$ cat src/core/simd_pack_pkg.sv
// Shared opcodes, lane widths and field constants for the saturating SIMD and pack datapath
package simd_pack_pkg;
   localparam int WORD_W   = 32;
   localparam int HALF_W   = 16;
   localparam int BYTE_W   = 8;
   localparam int SHAMT_W  = 5;
   localparam int COND_W   = 4;
   localparam int FLAGS_W  = 4;
   localparam int ROT_W    = 2;
   localparam int HALF_LO  = 0;
   localparam int HALF_HI  = 16;
   localparam logic [4:0] SHAMT_ZERO = 5'h00;
   localparam int SHIFT_FULL = 32;
   localparam logic [31:0] RESULT_RESET = 32'h0000_0000;

   // Condition codes, encoded as in the usual four-flag scheme
   localparam logic [3:0] COND_EQ = 4'h0;
   localparam logic [3:0] COND_NE = 4'h1;
   localparam logic [3:0] COND_CS = 4'h2;
   localparam logic [3:0] COND_CC = 4'h3;
   localparam logic [3:0] COND_MI = 4'h4;
   localparam logic [3:0] COND_PL = 4'h5;
   localparam logic [3:0] COND_VS = 4'h6;
   localparam logic [3:0] COND_VC = 4'h7;
   localparam logic [3:0] COND_HI = 4'h8;
   localparam logic [3:0] COND_LS = 4'h9;
   localparam logic [3:0] COND_GE = 4'ha;
   localparam logic [3:0] COND_LT = 4'hb;
   localparam logic [3:0] COND_GT = 4'hc;
   localparam logic [3:0] COND_LE = 4'hd;
   localparam logic [3:0] COND_AL = 4'he;

   // Flag bit positions in the flags input: N Z C V
   localparam int FLAG_N = 3;
   localparam int FLAG_Z = 2;
   localparam int FLAG_C = 1;
   localparam int FLAG_V = 0;

   typedef enum logic [3:0] {
      OP_UQ_ADD16   = 4'h0,
      OP_UQ_ADD8    = 4'h1,
      OP_UQ_SUB16   = 4'h2,
      OP_UQ_SUB8    = 4'h3,
      OP_UQ_ASX     = 4'h4,
      OP_UQ_SAX     = 4'h5,
      OP_PACK_BT    = 4'h6,
      OP_PACK_TB    = 4'h7,
      OP_SEXT_BACC  = 4'h8,
      OP_ZEXT_BACC  = 4'h9,
      OP_SEXT_HALF  = 4'ha,
      OP_ZEXT_HALF  = 4'hb
   } op_t;
endpackage

$ cat src/core/cond_check.sv
// Evaluates a condition code against the current flags
`timescale 1ns/1ps
`default_nettype none
module cond_check (
   input  wire logic [3:0] cond,
   input  wire logic [3:0] flags,
   output logic            pass
);
   logic n;
   logic z;
   logic c;
   logic v;

   always_comb begin
      n = flags[simd_pack_pkg::FLAG_N];
      z = flags[simd_pack_pkg::FLAG_Z];
      c = flags[simd_pack_pkg::FLAG_C];
      v = flags[simd_pack_pkg::FLAG_V];
      case (cond)
         simd_pack_pkg::COND_EQ: pass = z;
         simd_pack_pkg::COND_NE: pass = !z;
         simd_pack_pkg::COND_CS: pass = c;
         simd_pack_pkg::COND_CC: pass = !c;
         simd_pack_pkg::COND_MI: pass = n;
         simd_pack_pkg::COND_PL: pass = !n;
         simd_pack_pkg::COND_VS: pass = v;
         simd_pack_pkg::COND_VC: pass = !v;
         simd_pack_pkg::COND_HI: pass = c && !z;
         simd_pack_pkg::COND_LS: pass = !c || z;
         simd_pack_pkg::COND_GE: pass = (n == v);
         simd_pack_pkg::COND_LT: pass = (n != v);
         simd_pack_pkg::COND_GT: pass = !z && (n == v);
         simd_pack_pkg::COND_LE: pass = z || (n != v);
         default:                pass = 1'b1;
      endcase
   end
endmodule
`default_nettype wire

$ cat src/core/simd_pack_alu.sv
// Execute-stage datapath for unsigned saturating SIMD, halfword pack and extend operations
// Timing
// One operation may be taken on every clock and is answered on the next one.
// The result and its destination hold until an operation whose predicate passes.
// A failed predicate or a spare code leaves the result and its destination as they were.
`timescale 1ns/1ps
`default_nettype none
module simd_pack_alu #(
   parameter int W = simd_pack_pkg::WORD_W
) (
   input  wire logic         clk,
   input  wire logic         rst,
   input  wire logic         issueValid,
   input  wire logic [3:0]   opcode,
   input  wire logic [3:0]   cond,
   input  wire logic [3:0]   flagsIn,
   input  wire logic [W-1:0] operandA,
   input  wire logic [W-1:0] operandB,
   input  wire logic [4:0]   shiftAmt,
   input  wire logic [1:0]   rotSel,
   input  wire logic [3:0]   destIdx,
   output logic      [W-1:0] result,
   output logic      [3:0]   resultDest,
   output logic              writeEnable,
   output logic              condFailed,
   output logic      [3:0]   flagsOut
);
   localparam int HW = simd_pack_pkg::HALF_W;
   localparam int BW = simd_pack_pkg::BYTE_W;
   localparam int NB = W / BW;

   logic [W-1:0]  addByte;
   logic [W-1:0]  subByte;
   logic [HW-1:0] aHi;
   logic [HW-1:0] aLo;
   logic [HW-1:0] bHi;
   logic [HW-1:0] bLo;
   logic [HW-1:0] addHiHi;
   logic [HW-1:0] addLoLo;
   logic [HW-1:0] subHiHi;
   logic [HW-1:0] subLoLo;
   logic [HW-1:0] asxTop;
   logic [HW-1:0] asxBot;
   logic [HW-1:0] saxTop;
   logic [HW-1:0] saxBot;
   logic [W-1:0]  shlB;
   logic [W-1:0]  asrB;
   logic [W-1:0]  rotB;
   logic [W-1:0]  sextByte;
   logic [W-1:0]  zextByte;
   logic [W-1:0]  result_next;
   logic          condPass;
   logic          result_valid;
   logic          opKnown;
   logic [W-1:0]  packBt;
   logic [W-1:0]  packTb;
   logic [W-1:0]  sextHalf;
   logic [W-1:0]  zextHalf;
   logic [W-1:0]  accSext;
   logic [W-1:0]  accZext;

   assign aHi = operandA[simd_pack_pkg::HALF_HI +: HW];
   assign aLo = operandA[simd_pack_pkg::HALF_LO +: HW];
   assign bHi = operandB[simd_pack_pkg::HALF_HI +: HW];
   assign bLo = operandB[simd_pack_pkg::HALF_LO +: HW];

   // Byte lanes: each lane saturates on its own carry or borrow
   genvar i;
   generate
      for (i = 0; i < NB; i++) begin : g_byte
         logic [BW-1:0] laneA;
         logic [BW-1:0] laneB;

         assign laneA = operandA[i*BW +: BW];
         assign laneB = operandB[i*BW +: BW];

         usat_lane #(.W(BW)) u_add (
            .a   (laneA),
            .b   (laneB),
            .sub (1'b0),
            .y   (addByte[i*BW +: BW])
         );

         usat_lane #(.W(BW)) u_sub (
            .a   (laneA),
            .b   (laneB),
            .sub (1'b1),
            .y   (subByte[i*BW +: BW])
         );
      end
   endgenerate

   // Halfword lanes, straight pairings: top with top, bottom with bottom
   usat_lane #(.W(HW)) u_addHi (
      .a   (aHi),
      .b   (bHi),
      .sub (1'b0),
      .y   (addHiHi)
   );

   usat_lane #(.W(HW)) u_addLo (
      .a   (aLo),
      .b   (bLo),
      .sub (1'b0),
      .y   (addLoLo)
   );

   usat_lane #(.W(HW)) u_subHi (
      .a   (aHi),
      .b   (bHi),
      .sub (1'b1),
      .y   (subHiHi)
   );

   usat_lane #(.W(HW)) u_subLo (
      .a   (aLo),
      .b   (bLo),
      .sub (1'b1),
      .y   (subLoLo)
   );

   // Halfword lanes, exchanged pairings: each first-operand half meets the other half
   usat_lane #(.W(HW)) u_asxT (
      .a   (aHi),
      .b   (bLo),
      .sub (1'b0),
      .y   (asxTop)
   );

   usat_lane #(.W(HW)) u_asxB (
      .a   (aLo),
      .b   (bHi),
      .sub (1'b1),
      .y   (asxBot)
   );

   usat_lane #(.W(HW)) u_saxT (
      .a   (aHi),
      .b   (bLo),
      .sub (1'b1),
      .y   (saxTop)
   );

   usat_lane #(.W(HW)) u_saxB (
      .a   (aLo),
      .b   (bHi),
      .sub (1'b0),
      .y   (saxBot)
   );

   // Predicate against the flags as they stand at issue
   cond_check u_cond (
      .cond  (cond),
      .flags (flagsIn),
      .pass  (condPass)
   );

   // Left shift for bottom-top pack: a zero field leaves the operand as it is
   always_comb begin
      shlB = operandB << shiftAmt;
   end

   // Right shift for top-bottom pack: a zero field stands for a full-width shift,
   // which leaves only copies of the sign bit
   always_comb begin
      if (shiftAmt == simd_pack_pkg::SHAMT_ZERO) begin
         asrB = {W{operandB[W-1]}};
      end else begin
         asrB = $signed(operandB) >>> shiftAmt;
      end
   end

   // Halfword pack results
   assign packBt = {shlB[W-1:HW], aLo};
   assign packTb = {aHi, asrB[HW-1:0]};

   // Extend source rotated right by 0, 8, 16 or 24 before extraction
   always_comb begin
      case (rotSel)
         2'h1:    rotB = {operandB[BW-1:0], operandB[W-1:BW]};
         2'h2:    rotB = {operandB[2*BW-1:0], operandB[W-1:2*BW]};
         2'h3:    rotB = {operandB[3*BW-1:0], operandB[W-1:3*BW]};
         default: rotB = operandB;
      endcase
   end

   assign sextByte = {{(W-BW){rotB[BW-1]}}, rotB[BW-1:0]};
   assign zextByte = {{(W-BW){1'b0}}, rotB[BW-1:0]};

   // Extended byte is added to the whole first operand; the sum wraps, it never saturates
   assign accSext = operandA + sextByte;
   assign accZext = operandA + zextByte;

   // Halfword extends take the low half of the rotated source
   assign sextHalf = {{(W-HW){rotB[HW-1]}}, rotB[HW-1:0]};
   assign zextHalf = {{(W-HW){1'b0}}, rotB[HW-1:0]};

   // Spare codes fall to the first operand here but are never written back
   always_comb begin
      case (opcode)
         simd_pack_pkg::OP_UQ_ADD16:  result_next = {addHiHi, addLoLo};
         simd_pack_pkg::OP_UQ_ADD8:   result_next = addByte;
         simd_pack_pkg::OP_UQ_SUB16:  result_next = {subHiHi, subLoLo};
         simd_pack_pkg::OP_UQ_SUB8:   result_next = subByte;
         simd_pack_pkg::OP_UQ_ASX:    result_next = {asxTop, asxBot};
         simd_pack_pkg::OP_UQ_SAX:    result_next = {saxTop, saxBot};
         simd_pack_pkg::OP_PACK_BT:   result_next = packBt;
         simd_pack_pkg::OP_PACK_TB:   result_next = packTb;
         simd_pack_pkg::OP_SEXT_BACC: result_next = accSext;
         simd_pack_pkg::OP_ZEXT_BACC: result_next = accZext;
         simd_pack_pkg::OP_SEXT_HALF: result_next = sextHalf;
         simd_pack_pkg::OP_ZEXT_HALF: result_next = zextHalf;
         default:                     result_next = operandA;
      endcase
   end

   // Only the twelve defined codes are taken; spare codes give no pulse at all
   always_comb begin
      case (opcode)
         simd_pack_pkg::OP_UQ_ADD16,
         simd_pack_pkg::OP_UQ_ADD8,
         simd_pack_pkg::OP_UQ_SUB16,
         simd_pack_pkg::OP_UQ_SUB8,
         simd_pack_pkg::OP_UQ_ASX,
         simd_pack_pkg::OP_UQ_SAX,
         simd_pack_pkg::OP_PACK_BT,
         simd_pack_pkg::OP_PACK_TB,
         simd_pack_pkg::OP_SEXT_BACC,
         simd_pack_pkg::OP_ZEXT_BACC,
         simd_pack_pkg::OP_SEXT_HALF,
         simd_pack_pkg::OP_ZEXT_HALF: opKnown = 1'b1;
         default:                     opKnown = 1'b0;
      endcase
   end

   assign result_valid = issueValid && opKnown;

   // Result word is captured only when the predicate passes
   always_ff @(posedge clk or posedge rst) begin
      if (rst) begin
         result <= simd_pack_pkg::RESULT_RESET;
      end else if (result_valid && condPass) begin
         result <= result_next;
      end
   end

   // Destination index travels with the result it belongs to
   always_ff @(posedge clk or posedge rst) begin
      if (rst) begin
         resultDest <= '0;
      end else if (result_valid && condPass) begin
         resultDest <= destIdx;
      end
   end

   // One-cycle pulse for each operation written back
   always_ff @(posedge clk or posedge rst) begin
      if (rst) begin
         writeEnable <= 1'b0;
      end else begin
         writeEnable <= result_valid && condPass;
      end
   end

   // One-cycle pulse for each operation whose predicate failed
   always_ff @(posedge clk or posedge rst) begin
      if (rst) begin
         condFailed <= 1'b0;
      end else begin
         condFailed <= result_valid && !condPass;
      end
   end

   // Flags pass through untouched: no operation here alters them
   always_ff @(posedge clk or posedge rst) begin
      if (rst) begin
         flagsOut <= 4'h0;
      end else begin
         flagsOut <= flagsIn;
      end
   end
endmodule
`default_nettype wire

$ cat src/core/usat_lane.sv
// One unsigned saturating add or subtract lane of parameterised width
`timescale 1ns/1ps
`default_nettype none
module usat_lane #(
   parameter int W = 8
) (
   input  wire logic [W-1:0] a,
   input  wire logic [W-1:0] b,
   input  wire logic         sub,
   output logic      [W-1:0] y
);
   logic [W:0] wide;

   always_comb begin
      if (sub) begin
         wide = {1'b0, a} - {1'b0, b};
         // Borrow out means the true result is below zero
         y    = wide[W] ? '0 : wide[W-1:0];
      end else begin
         wide = {1'b0, a} + {1'b0, b};
         // Carry out means the true result passed the lane maximum
         y    = wide[W] ? '1 : wide[W-1:0];
      end
   end
endmodule
`default_nettype wire

$ cat config.mk
export PLATFORM = sky130hd
export DESIGN_NAME = simd_pack_alu
export DESIGN_NICKNAME = d
export VERILOG_FILES = /design/src/core/simd_pack_pkg.sv /design/src/core/cond_check.sv /design/src/core/simd_pack_alu.sv /design/src/core/usat_lane.sv
export SDC_FILE = /design/constraint.sdc
export NUM_CORES = 1
export LEC_CHECK = 0
export ABC_CLOCK_PERIOD_IN_PS = 1500
export CAP_MARGIN = 5
export CORE_MARGIN = 5
export CORE_UTILIZATION = 65
export CTS_BUF_LIST = sky130_fd_sc_hd__clkbuf_2 sky130_fd_sc_hd__clkbuf_4 sky130_fd_sc_hd__clkbuf_8
export CTS_CLUSTER_SIZE = 14
export DETAILED_ROUTE_END_ITERATION = 10
export DONT_BUFFER_PORTS = 1
export PLACE_DENSITY = 0.82
export SLEW_MARGIN = 20
export SYNTH_ARGS = -nofsm -noshare
export SYNTH_HDL_FRONTEND = slang
export SYNTH_SLANG_ARGS = --single-unit
$ cat constraint.sdc
create_clock -name clk -period 1.5 [get_ports clk]
set_input_delay 0.075 -clock clk [delete_from_list [all_inputs] [get_ports clk]]
set_output_delay 0.075 -clock clk [all_outputs]
set_load 0.01 [all_outputs]
==> out/results.txt, run 1 <==
Status: aborted with a tool error
Last stage reached: global routing
Err: [ERROR GRT-0116] Global routing finished with congestion. Check the congestion regions in the DRC Viewer.
Inserted Clock Buffers: 5
Yosys reg bits: 42
Die Y: 162 um
Cells after Synth: 2084
H-Tree Depth: 2
Initial Utilization: 0.662
Post-Syn Nets: 2326
Synth top area cells: ha_1, mux4_2, dfrtp_1
Die width: 162 um
I/O Buffers: 0
Detailed Place HPWL: 58900 um
GPL Wtd Cong: 1.22
Seq/Total Area, Yosys: 0.0699
Top_reg_cell synth: dfrtp_1
Mapped cell area: 15000 um^2
CTS sink count: 42
Cell taking the most area after synthesis: ha_1
First-pass GRT wire length: 182000 um
CTS root buf: clkbuf_8
Synth async-reset ratio: 1.00
Gr ovfl total: 543
FP Rows: 55
YS warnings: 0
Synth top area share: 0.116
Global Route Usage Sum: 0.882
Largest net degree at the start of global routing: 94
Clk buf depth: 2
Post-synth EDFFs: 0
Netlist cell types: 93
Vias in the first global route: 28100
Syn_area_per_cell: 7.21 um^2
I/O pin count: 132
-- metal layers --
layer | GRT overflow | GRT usage
met5 | 3 | 0.597
met4 | 179 | 0.898
met3 | 40 | 0.823
met2 | 297 | 0.993
met1 | 24 | 0.845
-- metrics by stage --
step / area [um^2] / setup WS [ps] / hold WS, ps / utilization / instances
after detailed placement: 19400 / -1860 / 1.08 / 0.854 / 2764
after CTS: 21000 / -1270 / 36.8 / 0.925 / 2840
after global placement: 19400 / -1710 / 1.14 / 0.854 / 2764
after floorplan: 15700 / -1510 / 106 / - / 2084
-- synth_stat cells (9+ instances only) --
cell type  number
xor2_1         33
a221o_1         9
o21ai_0       133
o31ai_1        16
nand3_1        41
a221oi_1       22
buf_2          26
o2111ai_1      11
o21bai_1       18
nand2_1       160
o22ai_1        18
buf_1          16
nand2b_1       24
or4_1          11
or2_2          13
inv_1         109
nand4_1        15
clkbuf_1      121
or3_1          18
o21a_1         12
a21o_1         22
nor4_1         16
a31oi_1        34
nor2_1        244
fa_1           13
mux4_2         61
nor2b_1        27
o211ai_1       36
ha_1          139
nor3_1         49
o31a_1         10
a21oi_1       201
dfrtp_1        42
xnor2_1        96
and2_1         11
mux2i_1        59
a211oi_1       31
mux2_2          9
-- cell families after synthesis --
logic type	count (synthesis)	share of synthesized area
AO/OA/AOI/OAI	693	0.306
XOR/XNOR	129	0.0752
adder cells (fa/ha/maj)	152	0.133
flip-flops	42	0.0699
buffers and inverters	279	0.0728
AND/OR/NAND/NOR	660	0.205
multiplexers	129	0.137
-- repair_timing --
item,4_1_cts
setup buffers,58
gates resized for setup,186
pin swaps,117
hold buffers,11
setup endpoints to repair,37
cloned,2
endpoints found under the hold margin,28
==> run 2, diff against run 1 <==
CORE_UTILIZATION = 40   (was 65)
CTS_BUF_LIST = default   (was sky130_fd_sc_hd__clkbuf_2 sky130_fd_sc_hd__clkbuf_4 sky130_fd_sc_hd__clkbuf_8)
CTS_CLUSTER_SIZE = default   (was 14)
PLACE_DENSITY = default   (was 0.82)
PLACE_DENSITY_LB_ADDON = 0.15   (was default)
==> run 2 against run 1 <==
The flow now finishes, with violations (negative setup slack). Synthesized area stayed put. Synthesized cell count unchanged.
==> out/results.txt, run 2 <==
Bufs and invs on worst path: 2
Most common cell after layout, fill and taps aside: buf_4
Share of power burned in registers: 0.152
Worst Path Arrival: 2970 ps
Hold crit path type: in -> reg
Achievable Freq: 360 MHz
Tmin final: 2780 ps
FP Rows: 71 (+29%)
Area Growth Syn to Fin: 49.6%
CTS tree: yes
Initial antenna violation count: 3
Yosys reg bits: 42 (unchanged)
Cells after Synth: 2084 (unchanged)
Reg2reg path depth: 1
Fin. max-slew vios: 0
Syn_area_per_cell: 7.21 um^2 (unchanged)
Dpl cells: 3059 (+11%)
Top_reg_cell synth: dfrtp_1
Nets: 2866
H-Tree Depth: 2 (unchanged)
Vias in the first global route: 19200
Share of cells above drive strength 1: 0.388
Hold Path Stages: 3
Largest net degree at the start of global routing: 94
RSZ-0062 raised after global routing: yes
Failing checks: negative setup slack
Crit-path max cell delay: 370 ps
Synth top area share: 0.116 (unchanged)
Final WS setup: -1280 ps
DRT iter0 DRCs: 2222
Synth top area cells: ha_1, mux4_2, dfrtp_1
Gr ovfl total: 0
Measured slew at the worst slew-check pin: 840 ps
Peak fanout along the critical path: 16
CTS root buf: clkbuf_16
Cell with the most instances after synthesis: nor2_1
Inserted Clock Buffers: 5 (unchanged)
Synth async-reset ratio: 1.00 (unchanged)
CP delay by family, top: compound AO/OA/AOI/OAI gates
Status: finished with violations
Power Dens Cells: 528 nW/um^2
Tot Pwr: 11900 uW
Clock power frac: 0.099
Net Sw Frac: 0.459
Max transition margin: 0.434
Detailed Route WL: 83900 um
CP cell instances: mux4_2, ha_4, inv_2, fa_2, nor2b_4, o2111ai_4, a31oi_4, buf_6, o21ai_4, o32ai_4, nand2_1, mux2i_1, xor2_1, a221oi_4, a31oi_1
Setup-failing EPs final: 33
Cell taking the most area after synthesis: ha_1
Via count: 19500
Die width: 204 um (+26%)
First-pass GRT wire length: 124000 um
Worst hold slack: 13.2 ps
Crit end category: register
Hold Vio Cnt, Final: 0
Die Area: 41600 um^2
Mapped cell area: 15000 um^2 (unchanged)
Post-Syn Nets: 2326 (unchanged)
I/O Buffers: 0 (unchanged)
Worst setup SP type: input pin
CP Class: in -> reg
Most frequent cells in the layout: buf_4, nor2_1, a21oi_1
Switching pwr: 5460 uW
Core ar.: 37400 um^2
Synth cell count leaders: nor2_1, a21oi_1, nand2_1
Global Route Usage Sum: 0.390
Drt drc: 0
Detailed Place HPWL: 65400 um (+11%)
Clk buf depth: 2 (unchanged)
CTS sink count: 42 (unchanged)
Fin cells: 3137
Post-synth EDFFs: 0 (unchanged)
Vias per cell: 6.23
Int Pwr: 6420 uW
GPL Wtd Cong: 1.02 (-16%)
Levels on crit path: 15
Netlist cell types: 93 (unchanged)
Wire per inst: 26.8 um
VDD IR max: 0.439 mV
R2r setup slk: 680 ps
Worst path slowest cell: fa_2
Clk_lat worst skew: 310 ps
First-pass iteration count of the detailed router: 6
Comb pwr share: 0.750
Largest registers: result x32, flagsOut x4, resultDest x4
YS warnings: 0 (unchanged)
Max cap viols: 0
I/O pin count: 132 (unchanged)
Die Y: 204 um (+26%)
WP data required: 1690 ps
Final period utilization: 1.85
Max reg flops: 32
Initial Utilization: 0.402 (-0.260)
Most flop-heavy register: result
Worst Skew: 0 ps
Seq/Total Area, Yosys: 0.0699 (unchanged)
Pleak: 0.00955 uW
Routed Antenna Nets: 0
Reg clk slew, reported paths: 70 ps
## run 2: kinds of logic (layout without fill, tap and decap cells)
logic type,Yosys count,in the layout,synth area share
buf+inv,279,818,0.0728
xor+xnor,129,129,0.0752
flops,42,42,0.0699
fa+ha+maj,152,152,0.133
compound gates,693,694,0.306
mux,129,129,0.137
simple gates,660,660,0.205
other cells,0,2,0
## run 2: metrics by stage
stage                util  instance area (um^2)  setup TNS [ps]  setup slack [ps]
floorplan               -                 15700          -40990             -1510
global placement    0.542                 20300          -52830             -1900
detailed placement  0.542                 20300          -55230             -2000
CTS                 0.586                 21900          -35520             -1310
global route        0.601                 22500          -39600             -1390
finish              0.601                 22500          -36750             -1280
## run 2: power by group through the flow
stage / clock network, uW / registers (uW) / logic (uW)
3_3_place_gp: 0 / 1840 / 7610
6_report: 1170 / 1800 / 8900
4_1_cts: 1190 / 1820 / 8420
5_1_grt: 1210 / 1830 / 9480
3_5_place_dp: 0 / 1840 / 7670
2_1_floorplan: 0 / 1720 / 4690
## run 2: layer usage
layer	track usage	share of wire
met2	0.585	0.42
met5	0	0
met3	0.0822	0.099
met1	0.542	0.42
met4	0.174	0.053
## run 2: final timing paths
path	from	end
max	rotSel[1]	result[26]
min	opcode[0]	result[16]
max reg2reg	resultDest[1]	resultDest[1]
min reg2reg	resultDest[3]	resultDest[3]
max in group asynchronous	rst	result[5]
min in group asynchronous	rst	resultDest[0]
## run 2: worst min-delay path: stages
cell and delay (ps):
nand2_2 40, nand3_2 60, a41oi_2 110
## run 2: what timing repair did
action | in CTS | in global routing
setup endpoints to repair | 36 | 36
gates cloned | 3 | 0
endpoints found under the hold margin | 28 | 0
pin swaps | 117 | 89
setup buffers | 48 | 19
gates resized for setup | 207 | 92
hold buffers | 11 | 0
## run 2: layout make-up
class,count,area (um^2)
Timing Repair Buffer,698,5570
Clock buffer,7,133
Inverter,113,509
Tap cell,511,639
Sequential cell,42,1050
Fill cell,3439,14900
Multi-Input combinational cell,1764,14600
Antenna cell,2,5.00
Note: power is estimated with default switching activity, not from simulation.
==> run 3, diff against run 2 <==
CORE_UTILIZATION = 65   (was 40)
==> run 3 against run 2 <==
The run now fails in global routing. Synthesized cell count unchanged. Synthesized area unchanged.
==> out/results.txt, run 3 <==
Status: aborted with a tool error
Last stage reached: global routing
Err: [ERROR GRT-0116] Global routing finished with congestion. Check the congestion regions in the DRC Viewer.
Detailed Place HPWL: 56900 um (-13%)
Syn_area_per_cell: 7.21 um^2 (unchanged)
Post-Syn Nets: 2326 (unchanged)
Clk buf depth: 2 (unchanged)
I/O pin count: 132 (unchanged)
Yosys reg bits: 42 (unchanged)
I/O Buffers: 0 (unchanged)
Cell with the most instances after synthesis: nor2_1
Die Y: 162 um (-20%)
Top_reg_cell synth: dfrtp_1
Netlist cell types: 93 (unchanged)
Cell taking the most area after synthesis: ha_1
First-pass GRT wire length: 161000 um
Inserted Clock Buffers: 5 (unchanged)
Seq/Total Area, Yosys: 0.0699 (unchanged)
GPL Wtd Cong: 1.24 (+21%)
Synth top area share: 0.116 (unchanged)
Vias in the first global route: 26600
YS warnings: 0 (unchanged)
Gr ovfl total: 21
Initial Utilization: 0.662 (+0.260)
Synth async-reset ratio: 1.00 (unchanged)
FP Rows: 55 (-23%)
Largest net degree at the start of global routing: 94
Global Route Usage Sum: 0.785
Synth top area cells: ha_1, mux4_2, dfrtp_1
Die width: 162 um (-20%)
H-Tree Depth: 2 (unchanged)
Post-synth EDFFs: 0 (unchanged)
Synth cell count leaders: nor2_1, a21oi_1, nand2_1
CTS sink count: 42 (unchanged)
CTS root buf: clkbuf_16
Cells after Synth: 2084 (unchanged)
Mapped cell area: 15000 um^2 (unchanged)
[run 3: cell counts after synthesis]
Identical to the previous run, type by type.
[run 3: per-layer routing]
metal / overflow / global-route usage
met4: 7 / 0.791
met3: 1 / 0.695
met2: 13 / 0.910
met1: 0 / 0.766
met5: 0 / 0.409
[run 3: repair_timing]
action	in CTS
cloned	3
hold buffers	11
hold endpoints to repair	26
gates resized for setup	182
setup endpoints to repair	37
setup buffers	47
pin swaps	90
[run 3: through the flow]
stage | setup WS (ps) | cells | hold slack, ps | instance area, um^2
after detailed placement | -1810 | 2767 | -29.3 | 19400
after floorplan | -1510 | 2084 | 106 | 15700
after CTS | -1180 | 2835 | 11.2 | 21000
after global placement | -1730 | 2767 | -25.4 | 19400
[run 3: logic make-up after synthesis]
logic type      Yosys count  share of synthesized area
compound gates          693                      0.306
simple gates            660                      0.205
buf+inv                 279                     0.0728
fa+ha+maj               152                      0.133
xor+xnor                129                     0.0752
mux                     129                      0.137
flops                    42                     0.0699
